### config.mk
export PLATFORM = sky130hd
export DESIGN_NAME = cbh_bus_ctrl
export DESIGN_NICKNAME = d
export VERILOG_FILES = /design/src/cbh_phase_edge.v /design/src/cbh_bus_ctrl.v
export VERILOG_INCLUDE_DIRS = /design/src
export SDC_FILE = /design/constraint.sdc
export NUM_CORES = 1
export LEC_CHECK = 0
export BUFFER_PORTS_ARGS = -buffer_cell sky130_fd_sc_hd__buf_2
export CAP_MARGIN = 20
export CORE_ASPECT_RATIO = 1.5
export CORE_UTILIZATION = 50
export DETAILED_ROUTE_END_ITERATION = 16
export PLACE_DENSITY = 0.89
export SLEW_MARGIN = 20
export SYNTH_ARGS = -nofsm -noshare
export SYNTH_HDL_FRONTEND = slang
export SYNTH_HIERARCHICAL = 1
export SYNTH_SLANG_ARGS = --single-unit
### constraint.sdc
create_clock -name clk_sys -period 2.3 [get_ports clk_sys]
set_input_delay 0.23 -clock clk_sys [delete_from_list [all_inputs] [get_ports clk_sys]]
set_output_delay 0.23 -clock clk_sys [all_outputs]
set_load 0.02 [all_outputs]
### src/cbh_defs.vh
// Constants for the bus hold, interrupt and reset control block.
// Assumes it is included by bare name from the design files only.
`ifndef CBH_DEFS_VH
`define CBH_DEFS_VH

// One-hot machine states
`define CBH_ST_W        7
`define CBH_ST_T1       7'h01
`define CBH_ST_T2       7'h02
`define CBH_ST_TW       7'h04
`define CBH_ST_T3       7'h08
`define CBH_ST_HOLD     7'h10
`define CBH_ST_HALT     7'h20
`define CBH_ST_IDLE     7'h40

// Bus widths and reset values
`define CBH_AW          16
`define CBH_DW          8
`define CBH_PC_RST      16'h0000
`define CBH_PC_STEP     16'h0001
`define CBH_ADDR_RST    16'h0000
`define CBH_DATA_RST    8'h00

// Phase bit positions in the edge detector vector
`define CBH_PH_ONE      0
`define CBH_PH_TWO      1
`define CBH_PH_N        2

`endif

### src/cbh_phase_edge.v
// Rising edge detector for the two externally supplied clock phases.
// Assumes the phase inputs are synchronous to clk_sys.
`timescale 1ns/1ps
`default_nettype none
`include "cbh_defs.vh"

module cbh_phase_edge (
    input  wire                  clk_sys,
    input  wire                  rst_n,
    input  wire [`CBH_PH_N-1:0]  phase_in,
    output wire [`CBH_PH_N-1:0]  phase_rise
);
    genvar g;
    generate
        for (g = 0; g < `CBH_PH_N; g = g + 1) begin : g_ph
            reg prev_q;
            // Remember last level of each phase; starts high so a phase
            // already high when reset lifts is not taken as a fresh rise
            always @(posedge clk_sys or negedge rst_n) begin
                if (!rst_n) begin
                    prev_q <= 1'b1;
                end else begin
                    prev_q <= phase_in[g];
                end
            end
            assign phase_rise[g] = phase_in[g] & ~prev_q;
        end
    endgenerate
endmodule // cbh_phase_edge

`default_nettype wire

### src/cbh_bus_ctrl.v
// Control-pin logic of an 8-bit processor bus: machine cycle states, wait,
// write strobe, bus handover, interrupt enable and reset of the program counter.
// Assumes the core presents the next machine cycle on its cyc_* inputs.
`timescale 1ns/1ps
`default_nettype none
`include "cbh_defs.vh"

module cbh_bus_ctrl (
    input  wire                  clk_sys,
    input  wire                  rst_n,
    input  wire                  phase_one_clock,
    input  wire                  phase_two_clock,
    input  wire                  ready,
    input  wire                  bus_yield_request,
    input  wire                  irq_request,
    input  wire [`CBH_DW-1:0]    data_in,
    output wire [`CBH_AW-1:0]    addr_out,
    output wire                  addr_oe_n,
    output wire [`CBH_DW-1:0]    data_out,
    output wire                  data_oe_n,
    output wire                  cycle_sync,
    output wire                  bus_input_enable,
    output wire                  wait_ack,
    output wire                  store_strobe_n,
    output wire                  bus_release_ack,
    output wire                  irq_enable_flag,
    input  wire [`CBH_AW-1:0]    cyc_addr,
    input  wire [`CBH_DW-1:0]    cyc_status,
    input  wire [`CBH_DW-1:0]    cyc_wdata,
    input  wire                  cyc_write,
    input  wire                  cyc_last,
    input  wire                  halt_req,
    input  wire                  ei_cmd,
    input  wire                  di_cmd,
    input  wire                  pc_load,
    input  wire [`CBH_AW-1:0]    pc_load_val,
    output wire [`CBH_AW-1:0]    pc,
    output wire [`CBH_DW-1:0]    rdata,
    output wire                  cycle_done,
    output wire                  irq_taken
);
    localparam [`CBH_ST_W-1:0] ST_T1   = `CBH_ST_T1;
    localparam [`CBH_ST_W-1:0] ST_T2   = `CBH_ST_T2;
    localparam [`CBH_ST_W-1:0] ST_TW   = `CBH_ST_TW;
    localparam [`CBH_ST_W-1:0] ST_T3   = `CBH_ST_T3;
    localparam [`CBH_ST_W-1:0] ST_HOLD = `CBH_ST_HOLD;
    localparam [`CBH_ST_W-1:0] ST_HALT = `CBH_ST_HALT;
    localparam [`CBH_ST_W-1:0] ST_IDLE = `CBH_ST_IDLE;

    wire [`CBH_PH_N-1:0] ph_rise;
    wire                 ph1;
    wire                 ph2;

    reg [`CBH_ST_W-1:0]  st_q;
    reg [`CBH_AW-1:0]    addr_q;
    reg [`CBH_DW-1:0]    dout_q;
    reg [`CBH_DW-1:0]    rdata_q;
    reg [`CBH_AW-1:0]    pc_q;
    reg                  wr_q;
    reg                  last_q;
    reg                  sync_q;
    reg                  bus_input_enable_q;
    reg                  wait_q;
    reg                  strobe_n_q;
    reg                  ack_q;
    reg                  float_q;
    reg                  drive_q;
    reg                  ie_q;
    reg                  hold_pend_q;
    reg                  ret_halt_q;
    reg                  irq_pend_q;
    reg                  done_q;
    reg                  taken_q;
    reg                  irq_ok;
    wire                 hold_exit;

    // Detect the rising edges of both phases
    cbh_phase_edge u_edge (
        .clk_sys    (clk_sys),
        .rst_n      (rst_n),
        .phase_in   ({phase_two_clock, phase_one_clock}),
        .phase_rise (ph_rise)
    );
    assign ph1 = ph_rise[`CBH_PH_ONE];
    assign ph2 = ph_rise[`CBH_PH_TWO];

    // Interrupt honoured only when enabled and bus not released
    always @* begin
        irq_ok = irq_request & ie_q & ~ack_q & ~bus_yield_request;
    end

    // Machine cycle sequencer, stepped on each phase one rising edge
    always @(posedge clk_sys or negedge rst_n) begin
        if (!rst_n) begin
            st_q        <= ST_IDLE;
            addr_q      <= `CBH_ADDR_RST;
            dout_q      <= `CBH_DATA_RST;
            rdata_q     <= `CBH_DATA_RST;
            wr_q        <= 1'b0;
            last_q      <= 1'b0;
            sync_q      <= 1'b0;
            bus_input_enable_q      <= 1'b0;
            wait_q      <= 1'b0;
            strobe_n_q  <= 1'b1;
            ack_q       <= 1'b0;
            hold_pend_q <= 1'b0;
            ret_halt_q  <= 1'b0;
            irq_pend_q  <= 1'b0;
            drive_q     <= 1'b0;
            done_q      <= 1'b0;
            taken_q     <= 1'b0;
        end else begin
            done_q  <= 1'b0;
            taken_q <= 1'b0;
            if (ph1) begin
                case (st_q)
                    ST_IDLE, ST_T1: begin
                        if (st_q == ST_IDLE) begin
                            // Open a cycle: address, status and sync pulse
                            st_q    <= ST_T1;
                            addr_q  <= cyc_addr;
                            dout_q  <= cyc_status;
                            wr_q    <= cyc_write;
                            last_q  <= cyc_last;
                            sync_q  <= 1'b1;
                            drive_q <= 1'b1;
                        end else begin
                            st_q    <= ST_T2;
                            sync_q  <= 1'b0;
                            dout_q  <= cyc_wdata;
                            drive_q <= wr_q;
                            bus_input_enable_q  <= ~wr_q;
                        end
                    end
                    ST_T2, ST_TW: begin
                        if (ready) begin
                            st_q        <= ST_T3;
                            wait_q      <= 1'b0;
                            bus_input_enable_q      <= 1'b0;
                            rdata_q     <= data_in;
                            strobe_n_q  <= ~wr_q;
                            hold_pend_q <= bus_yield_request;
                            ack_q       <= bus_yield_request & ~wr_q;
                        end else begin
                            st_q   <= ST_TW;
                            wait_q <= 1'b1;
                        end
                    end
                    ST_T3: begin
                        // Cycle complete; strobe and data drive end in the same clock
                        strobe_n_q <= 1'b1;
                        drive_q    <= 1'b0;
                        done_q     <= 1'b1;
                        if (hold_pend_q) begin
                            st_q       <= ST_HOLD;
                            ack_q      <= 1'b1;
                            ret_halt_q <= 1'b0;
                            irq_pend_q <= last_q & irq_ok;
                        end else if (last_q & irq_ok) begin
                            st_q       <= ST_IDLE;
                            irq_pend_q <= 1'b1;
                            taken_q    <= 1'b1;
                        end else if (last_q & halt_req) begin
                            st_q <= ST_HALT;
                        end else begin
                            st_q <= ST_IDLE;
                        end
                    end
                    ST_HOLD: begin
                        if (!bus_yield_request) begin
                            ack_q       <= 1'b0;
                            hold_pend_q <= 1'b0;
                            st_q        <= ret_halt_q ? ST_HALT : ST_IDLE;
                        end
                    end
                    ST_HALT: begin
                        if (bus_yield_request) begin
                            st_q        <= ST_HOLD;
                            ack_q       <= 1'b1;
                            hold_pend_q <= 1'b1;
                            ret_halt_q  <= 1'b1;
                        end else if (irq_ok) begin
                            st_q       <= ST_IDLE;
                            irq_pend_q <= 1'b1;
                            taken_q    <= 1'b1;
                        end
                    end
                    default: begin
                        st_q <= ST_IDLE;
                    end
                endcase
            end
            if (ph1 && st_q == ST_IDLE) begin
                irq_pend_q <= 1'b0;
            end
        end
    end

    // Hold ends on the phase one edge that finds the request withdrawn
    assign hold_exit = ph1 & (st_q == ST_HOLD) & ~bus_yield_request;

    // Buses float only on the phase two edge after the ack was raised;
    // drive returns in the same clock as the ack drops
    always @(posedge clk_sys or negedge rst_n) begin
        if (!rst_n) begin
            float_q <= 1'b0;
        end else if (!ack_q || hold_exit) begin
            float_q <= 1'b0;
        end else if (ph2) begin
            float_q <= 1'b1;
        end
    end

    // Enable flag: accepted interrupt clear at fetch state_one wins
    always @(posedge clk_sys or negedge rst_n) begin
        if (!rst_n) begin
            ie_q <= 1'b0;
        end else if (ph1 && st_q == ST_IDLE && irq_pend_q) begin
            ie_q <= 1'b0;
        end else if (di_cmd) begin
            ie_q <= 1'b0;
        end else if (ei_cmd) begin
            ie_q <= 1'b1;
        end
    end

    // Program counter: reset here with the flag, ack, sequencer and every other register;
    // accumulator, flags and general registers live in the core unreset
    always @(posedge clk_sys or negedge rst_n) begin
        if (!rst_n) begin
            pc_q <= `CBH_PC_RST;
        end else if (pc_load) begin
            pc_q <= pc_load_val;
        end else if (done_q && !taken_q) begin
            pc_q <= pc_q + `CBH_PC_STEP;
        end
    end

    // Pin drives; output enables are low while driving
    assign addr_out         = addr_q;
    assign addr_oe_n        = float_q;
    assign data_out         = dout_q;
    assign data_oe_n        = ~drive_q | float_q;
    assign cycle_sync       = sync_q;
    assign bus_input_enable = bus_input_enable_q;
    assign wait_ack         = wait_q;
    assign store_strobe_n   = strobe_n_q;
    assign bus_release_ack  = ack_q;
    assign irq_enable_flag  = ie_q;
    assign pc               = pc_q;
    assign rdata            = rdata_q;
    assign cycle_done       = done_q;
    assign irq_taken        = taken_q;
endmodule // cbh_bus_ctrl

`default_nettype wire

==> impl_metrics.csv, run 1 <==
group,metric,value,unit
critical_path,critPathLaunchType,"flip-flop",
clock_network,cts.reportedPaths.clkPinSlew,80,ps
hold_path,hp-class,"input port to flip-flop",
sta,finalCritPeriodShare,89.6,%
synthesis,synth_flop_cell,"dfrtp_1",
synthesis,ys_types,48,
floorplanning,die_area,7300,um^2
final_layout,mostFrequentLayoutCell,"buf_2",
final_layout,fin_nets,517,
synthesis,synth-seq-cells,72,
synthesis,synth_adder_area_share,0.360,%
routing,drc_errors,0,
clock_network,clkSinkCount,72,
power,p_int,3.09,mW
synthesis,ys_warn_count,6,
power,peakVddDrop,0.915,mV
grt,grt_use_total,24.2,%
grt,antenna_found_initial,0,
power,power_leakage,2.15,nW
sta,tightestPinTransition,726,ps
clock_network,cts_root_buffer,"clkbuf_8",
floorplanning,chipWidth,70.1,um
final_layout,regArea,1810,um^2
grt,grt_pass1_vias,2979,
clock_network,clock_latency,340,ps
floorplanning,io_pins,127,
synthesis,synth_top_area_share,48.9,%
power,netSwitchingPower,1.81,mW
synthesis,synth_top_area_cell,"dfrtp_1",
routing,ant_nets,0,
power,pwr-share-seq,40.0,%
final_layout,fill_cells,506,
floorplanning,start_util,52.6,%
sta,setup_tns,0,ps
clock_network,clk_path_buf_depth,2,
sta,fin_crit,2060,ps
final_layout,n_antenna_cell,0,
critical_path,critical_path_required,2530,ps
grt,overflow,0,
final_layout,drive_above_1_share,43.1,%
synthesis,ys_async_sr_fraction,100,%
synthesis,synth_enable_flop_cells,0,
status,status,"complete, no violations",
critical_path,path_class,"flip-flop to flip-flop",
synthesis,netlist_instances,312,
sta,setup_viol,0,
final_layout,area_growth,27.9,%
routing,first_pass_iters,4,
clock_network,cts_setup_buffers,0,
power,clkPwrFrac,22.4,%
run,maxCapViolations,0,
sta,max_slew_margin,51.2,%
critical_path,crit_chain,"or4_4, nor3_2, nand3_2, mux2_1",
routing,vias,2922,
clock_network,tritoncts,"yes",
power,combinationalPowerShare,37.6,%
synthesis,seq_area_frac_synth,51.9,%
synthesis,netlist_top_cells_area,"dfrtp_1, mux2_2, mux2_1, nand2_1, o21ai_0",
critical_path,slowest_stage,"or4_4",
sta,slew_viol_final,0,
critical_path,cp-end-kind,"flip-flop",
sta,fin_skew,8.21,ps
floorplanning,rows,36,
place,port_buffers,126,
synthesis,synthSimpleGateAreaFrac,15.6,%
critical_path,max_stage_delay,540,ps
floorplanning,chipHeight,104,um
critical_path,cp.arrival,2290,ps
place,dp_slack,207,ps
power,p_sw_share,36.9,%
routing,via_per_inst,5.53,
final_layout,layout_common_cells,"buf_2, dfrtp_1, nand2_1, mux2_2, o21ai_0",
grt,grt_pass1_wl,13.9,mm
clock_network,h-tree-depth,3,
sta,final_hold_viol_count,0,
place,place.gp.congestion,1.03,
routing,avgRoutedWirePerCell,16.1,um
place,dp_hpwl,6.29,mm
synthesis,synth_xor_area_share,4.53,%
clock_network,cts_made_buffers,9,
synthesis,synth.cell_area,3480,um^2
power,powerDensity,1100,nW/um^2
critical_path,crit_fanout,9,
synthesis,synth.net_count,382,
routing,wirelength,8.48,mm
floorplanning,fp.coreArea,6620,um^2
sta,max_freq,485,MHz
sta,rsz0062_at_grt,"false",
routing,drtIter0Drc,113,
grt,grt_max_degree,30,
synthesis,synth_mux_area_share,15.2,%
synthesis,synth_top_family_by_area,"simple AND/OR/NAND/NOR gates",
final_layout,multi_input_area,1560,um^2
sta,final.setup.worst_slack,240,ps
synthesis,synth_area_per_cell,11.2,um^2
synthesis,synth_compound_area_share,9.03,%
==> worst paths after layout <==
| check | to | depth (start not counted) | from | slack (ps) |
|---|---|---|---|---|
| max reg2reg | rdata[5]$_DFFE_PN0P_ | 4 | st_q[3]$_DFFE_PN0P_ | 240 |
| max | rdata[5]$_DFFE_PN0P_ | 4 | st_q[3]$_DFFE_PN0P_ | 240 |
| max in group asynchronous | store_strobe_n$_DFFE_PN1P_ | 3 | rst_n | 1250 |
| min | irq_enable_flag$_DFFE_PN0P_ | 2 | di_cmd | 50 |
| min in group asynchronous | pc[10]$_DFFE_PN0P_ | 2 | rst_n | 390 |
| min reg2reg | wait_ack$_DFFE_PN0P_ | 2 | wait_ack$_DFFE_PN0P_ | 480 |
==> power by group through the flow <==
stage                     clock network (mW)  logic, mW  registers, mW
after global routing                    1.17       1.98           2.01
after global placement                     0       1.78           1.95
after floorplan                            0      0.880           2.31
after detailed placement                   0       1.84           1.98
final                                   1.10       1.84           1.96
after CTS                               1.12       1.86           1.96
==> state kept, by name, indices dropped and copies added, names as in the netlist, 2 cells and up <==
register / flops
st_q: 7
pc: 16
u_edge/g_ph.prev_q: 2
data_out: 8
rdata: 8
addr_out: 16
==> cell usage after synthesis, drive strengths merged (3+ instances only) <==
| cell type | instances |
|---|---|
| nor2 | 11 |
| a21oi | 11 |
| o21ai | 27 |
| nor2b | 5 |
| nand2 | 37 |
| nor4 | 3 |
| nand2b | 3 |
| and2 | 4 |
| xor2 | 8 |
| dfrtp | 68 |
| xnor2 | 10 |
| mux2 | 46 |
| and3 | 6 |
| buf | 8 |
| a31oi | 4 |
| clkbuf | 6 |
| inv | 8 |
| nand3 | 8 |
| nand4 | 4 |
| dfstp | 4 |
| nor3 | 6 |
==> layer usage <==
metal	wire (um)	GRT usage, %
met1	3360	28.6
met2	4310	40.9
met3	536	5.33
met4	271	12.3
met5	0	0
==> per-stage QoR <==
stage | power [mW] | cell area, um^2 | hold WS (ps) | util [%] | std cells
final | 4.90 | 4450 | 48.7 | 67.2 | 528
after detailed placement | 3.82 | 4200 | 220 | 63.4 | 509
after floorplan | 3.19 | 3480 | -65.6 | - | 312
after CTS | 4.93 | 4450 | 31.1 | 67.2 | 528
after global routing | 5.16 | 4450 | 23.9 | 67.2 | 528
after global placement | 3.73 | 4200 | 211 | 63.4 | 509
==> worst max-delay path: cells and delay by family (launching register included) <==
family / cells / cell delay [ps]
flip-flops: 1 / 440
multiplexers: 1 / 390
AND/OR/NAND/NOR: 3 / 1110
==> cells by family after synthesis <==
logic type / Yosys count
AOI/OAI and AO/OA: 54
xor gates and xnor gates: 18
adders and majority gates: 1
buffers and inverters: 22
DFF: 72
muxes: 47
and+or+nand+nor: 98
==> cell type report <==
cell class	count	area share (%)
clock buffer	10	2.87
clock inverter	6	2.08
inverter	8	0.675
multi-input combinational	218	35.0
sequential	72	40.6
tap	76	2.14
timing repair buffer	138	16.6
==> timing repair <==
action                    CTS  global route
hold buffers                3             0
resized for setup           0             0
hold endpoints to repair   17             0
No activity file was read; power rests on OpenSTA's default activity.
==> run 2: changes to the inputs <==
Clock period 2.3 ns to 2.42 ns, I/O delays scaled along.
==> run 2 against run 1 <==
Die area unchanged. Hold slack worse by 14 ps. Via count down 2.5%. Clock skew up 2.3 ps. Combinational power down 5%. Critical path type is now input port to flip-flop. Routed wire length down 4.5%. Sequential cell count unchanged. Global-route usage down 0.098 points.
==> impl_metrics.csv, run 2 (synthesized netlist as in run 1, its figures left out) <==
group,metric,value,unit
status,status,"complete, no violations",
floorplanning,rows,36,
power,pwr-share-seq,39.1,%
final_layout,fin_util,67.4,%
sta,setup_viol,0,
floorplanning,io_pins,127,
sta,setup_tns,0,ps
clock_network,clock_latency,350,ps
grt,overflow,0,
routing,ant_nets,0,
sta,finalCritPeriodShare,84.9,%
critical_path,critical_path_required,2640,ps
power,power_leakage,2.16,nW
sta,slew_viol_final,0,
power,p_sw_share,35.4,%
routing,drtIter0Drc,150,
clock_network,clkSinkCount,72,
final_layout,multi_input_area,1560,um^2
sta,rsz0062_at_grt,"false",
grt,grt_pass1_vias,2956,
final_layout,fin_area,4460,um^2
clock_network,h-tree-depth,3,
grt,antenna_found_initial,0,
clock_network,cts_hold_buf,3,
critical_path,crit_chain,"dlygate4sd3_1, buf_2, nor2b_4, inv_1, a31oi_1, o21ai_0, buf_4, o41ai_1",
final_layout,fin_nets,514,
critical_path,cp.depth,8,
place,place.gp.congestion,0.903,
hold_path,whs_endpoint,"irq_enable_flag$_DFFE_PN0P_",
routing,via_per_inst,5.42,
critical_path,reg2reg_from,"st_q[3]$_DFFE_PN0P_",
grt,grt_use_total,24.1,%
routing,first_pass_iters,4,
place,dp_hpwl,6.13,mm
grt,grt_max_degree,73,
grt,grt_pass1_wl,13.7,mm
critical_path,max_stage_delay,520,ps
critical_path,cp.arrival,2270,ps
clock_network,cts_resized,0,
clock_network,tritoncts,"yes",
hold_path,hp-class,"input port to flip-flop",
critical_path,r2r_cells,4,
hold_path,min-delay-start,"di_cmd",
critical_path,path_class,"input port to flip-flop",
routing,avgRoutedWirePerCell,15.4,um
final_layout,mostFrequentLayoutCell,"buf_2",
critical_path,reg2reg_to,"rdata[0]$_DFFE_PN0P_",
critical_path,cp_top_family,"buffers and inverters",
clock_network,cts_setup_buffers,0,
final_layout,regArea,1810,um^2
power,peakVddDrop,0.760,mV
critical_path,cp-end-kind,"flip-flop",
sta,fin_crit,2060,ps
hold_path,whs_path_depth,2,
power,p_int,3.07,mW
final_layout,area_growth,28.3,%
power,combinationalPowerShare,36.6,%
clock_network,cts_root_buffer,"clkbuf_8",
sta,tightestPinTransition,588,ps
floorplanning,chipWidth,70.1,um
place,placed_cell_area,4190,um^2
final_layout,n_antenna_cell,0,
floorplanning,fp.coreArea,6620,um^2
sta,final_hold_viol_count,0,
sta,fin_skew,10.5,ps
routing,vias,2848,
run,maxCapViolations,0,
sta,max_freq,486,MHz
final_layout,layout_common_cells,"buf_2, dfrtp_1, nand2_1, mux2_2, o21ai_0",
routing,drc_errors,0,
final_layout,fill_cells,492,
critical_path,crit_fanout,11,
floorplanning,chipHeight,104,um
critical_path,reg2reg_setup_slack,390,ps
clock_network,cts_made_buffers,9,
clock_network,clk_path_buf_depth,2,
floorplanning,die_area,7300,um^2
power,clkPwrFrac,24.3,%
clock_network,cts.reportedPaths.clkPinSlew,70,ps
sta,max_slew_margin,60.7,%
final_layout,drive_above_1_share,42.8,%
place,port_buffers,126,
critical_path,crit_buf_inv,4,
power,powerDensity,1060,nW/um^2
power,power.total,4.75,mW
critical_path,slowest_stage,"dlygate4sd3_1",
floorplanning,start_util,52.6,%
critical_path,critPathLaunchType,"input port",
routing,wirelength,8.10,mm
power,netSwitchingPower,1.68,mW
-- run 2: cell types whose count changed in the layout (fill, tap and decap cells not counted), sizes merged --
cell,previous run,this run
clkinvlp,2,0
clkinv,1,2
bufinv,2,3
inv,9,8
clkbuf,10,11
buf,135,132
-- run 2: layout make-up --
cell class	instances	area share, %
Clock buffer	11	3.17
Inverter	8	0.673
Timing Repair Buffer	135	16.4
Clock inverter	5	2.33
Multi-Input combinational cell	218	34.9
Sequential cell	72	40.5
Tap cell	76	2.13
-- run 2: per-stage QoR --
step           std cells  hold slack, ps  setup slack, ps
2_1_floorplan        312           -53.6              401
3_3_place_gp         506             299              446
3_5_place_dp         506             298              389
4_1_cts              525            21.3              378
5_1_grt              525            38.2              243
6_report             525            35.0              364
-- run 2: power by group through the flow --
stage	sequential (mW)	combinational, mW	clock, mW
CTS	1.86	1.76	1.17
floorplan	2.19	0.837	0
finish	1.86	1.74	1.15
global route	1.92	1.88	1.23
global placement	1.85	1.71	0
detailed placement	1.88	1.75	0
-- run 2: worst max-delay path by stage --
| stage | slack [ps] | endpoint | start |
|---|---|---|---|
| CTS | 380 | rdata[0]$_DFFE_PN0P_ | st_q[3]$_DFFE_PN0P_ |
| detailed placement | 390 | rdata[0]$_DFFE_PN0P_ | st_q[3]$_DFFE_PN0P_ |
| global route | 240 | rdata[0]$_DFFE_PN0P_ | st_q[3]$_DFFE_PN0P_ |
| global placement | 450 | bus_release_ack$_DFFE_PN0P_ | st_q[3]$_DFFE_PN0P_ |
| floorplan | 400 | data_out[0]$_DFFE_PN0P_ | st_q[2]$_DFFE_PN0P_ |
| finish | 360 | st_q[1]$_DFFE_PN0P_ | phase_one_clock |
-- run 2: metal layers --
layer,vias up,global-route usage (%),wire (um)
met3,22,5.23,471
met2,130,40.7,4110
met1,1334,28.3,3260
met5,-,0,0
met4,0,13.1,254
li1,1362,-,-
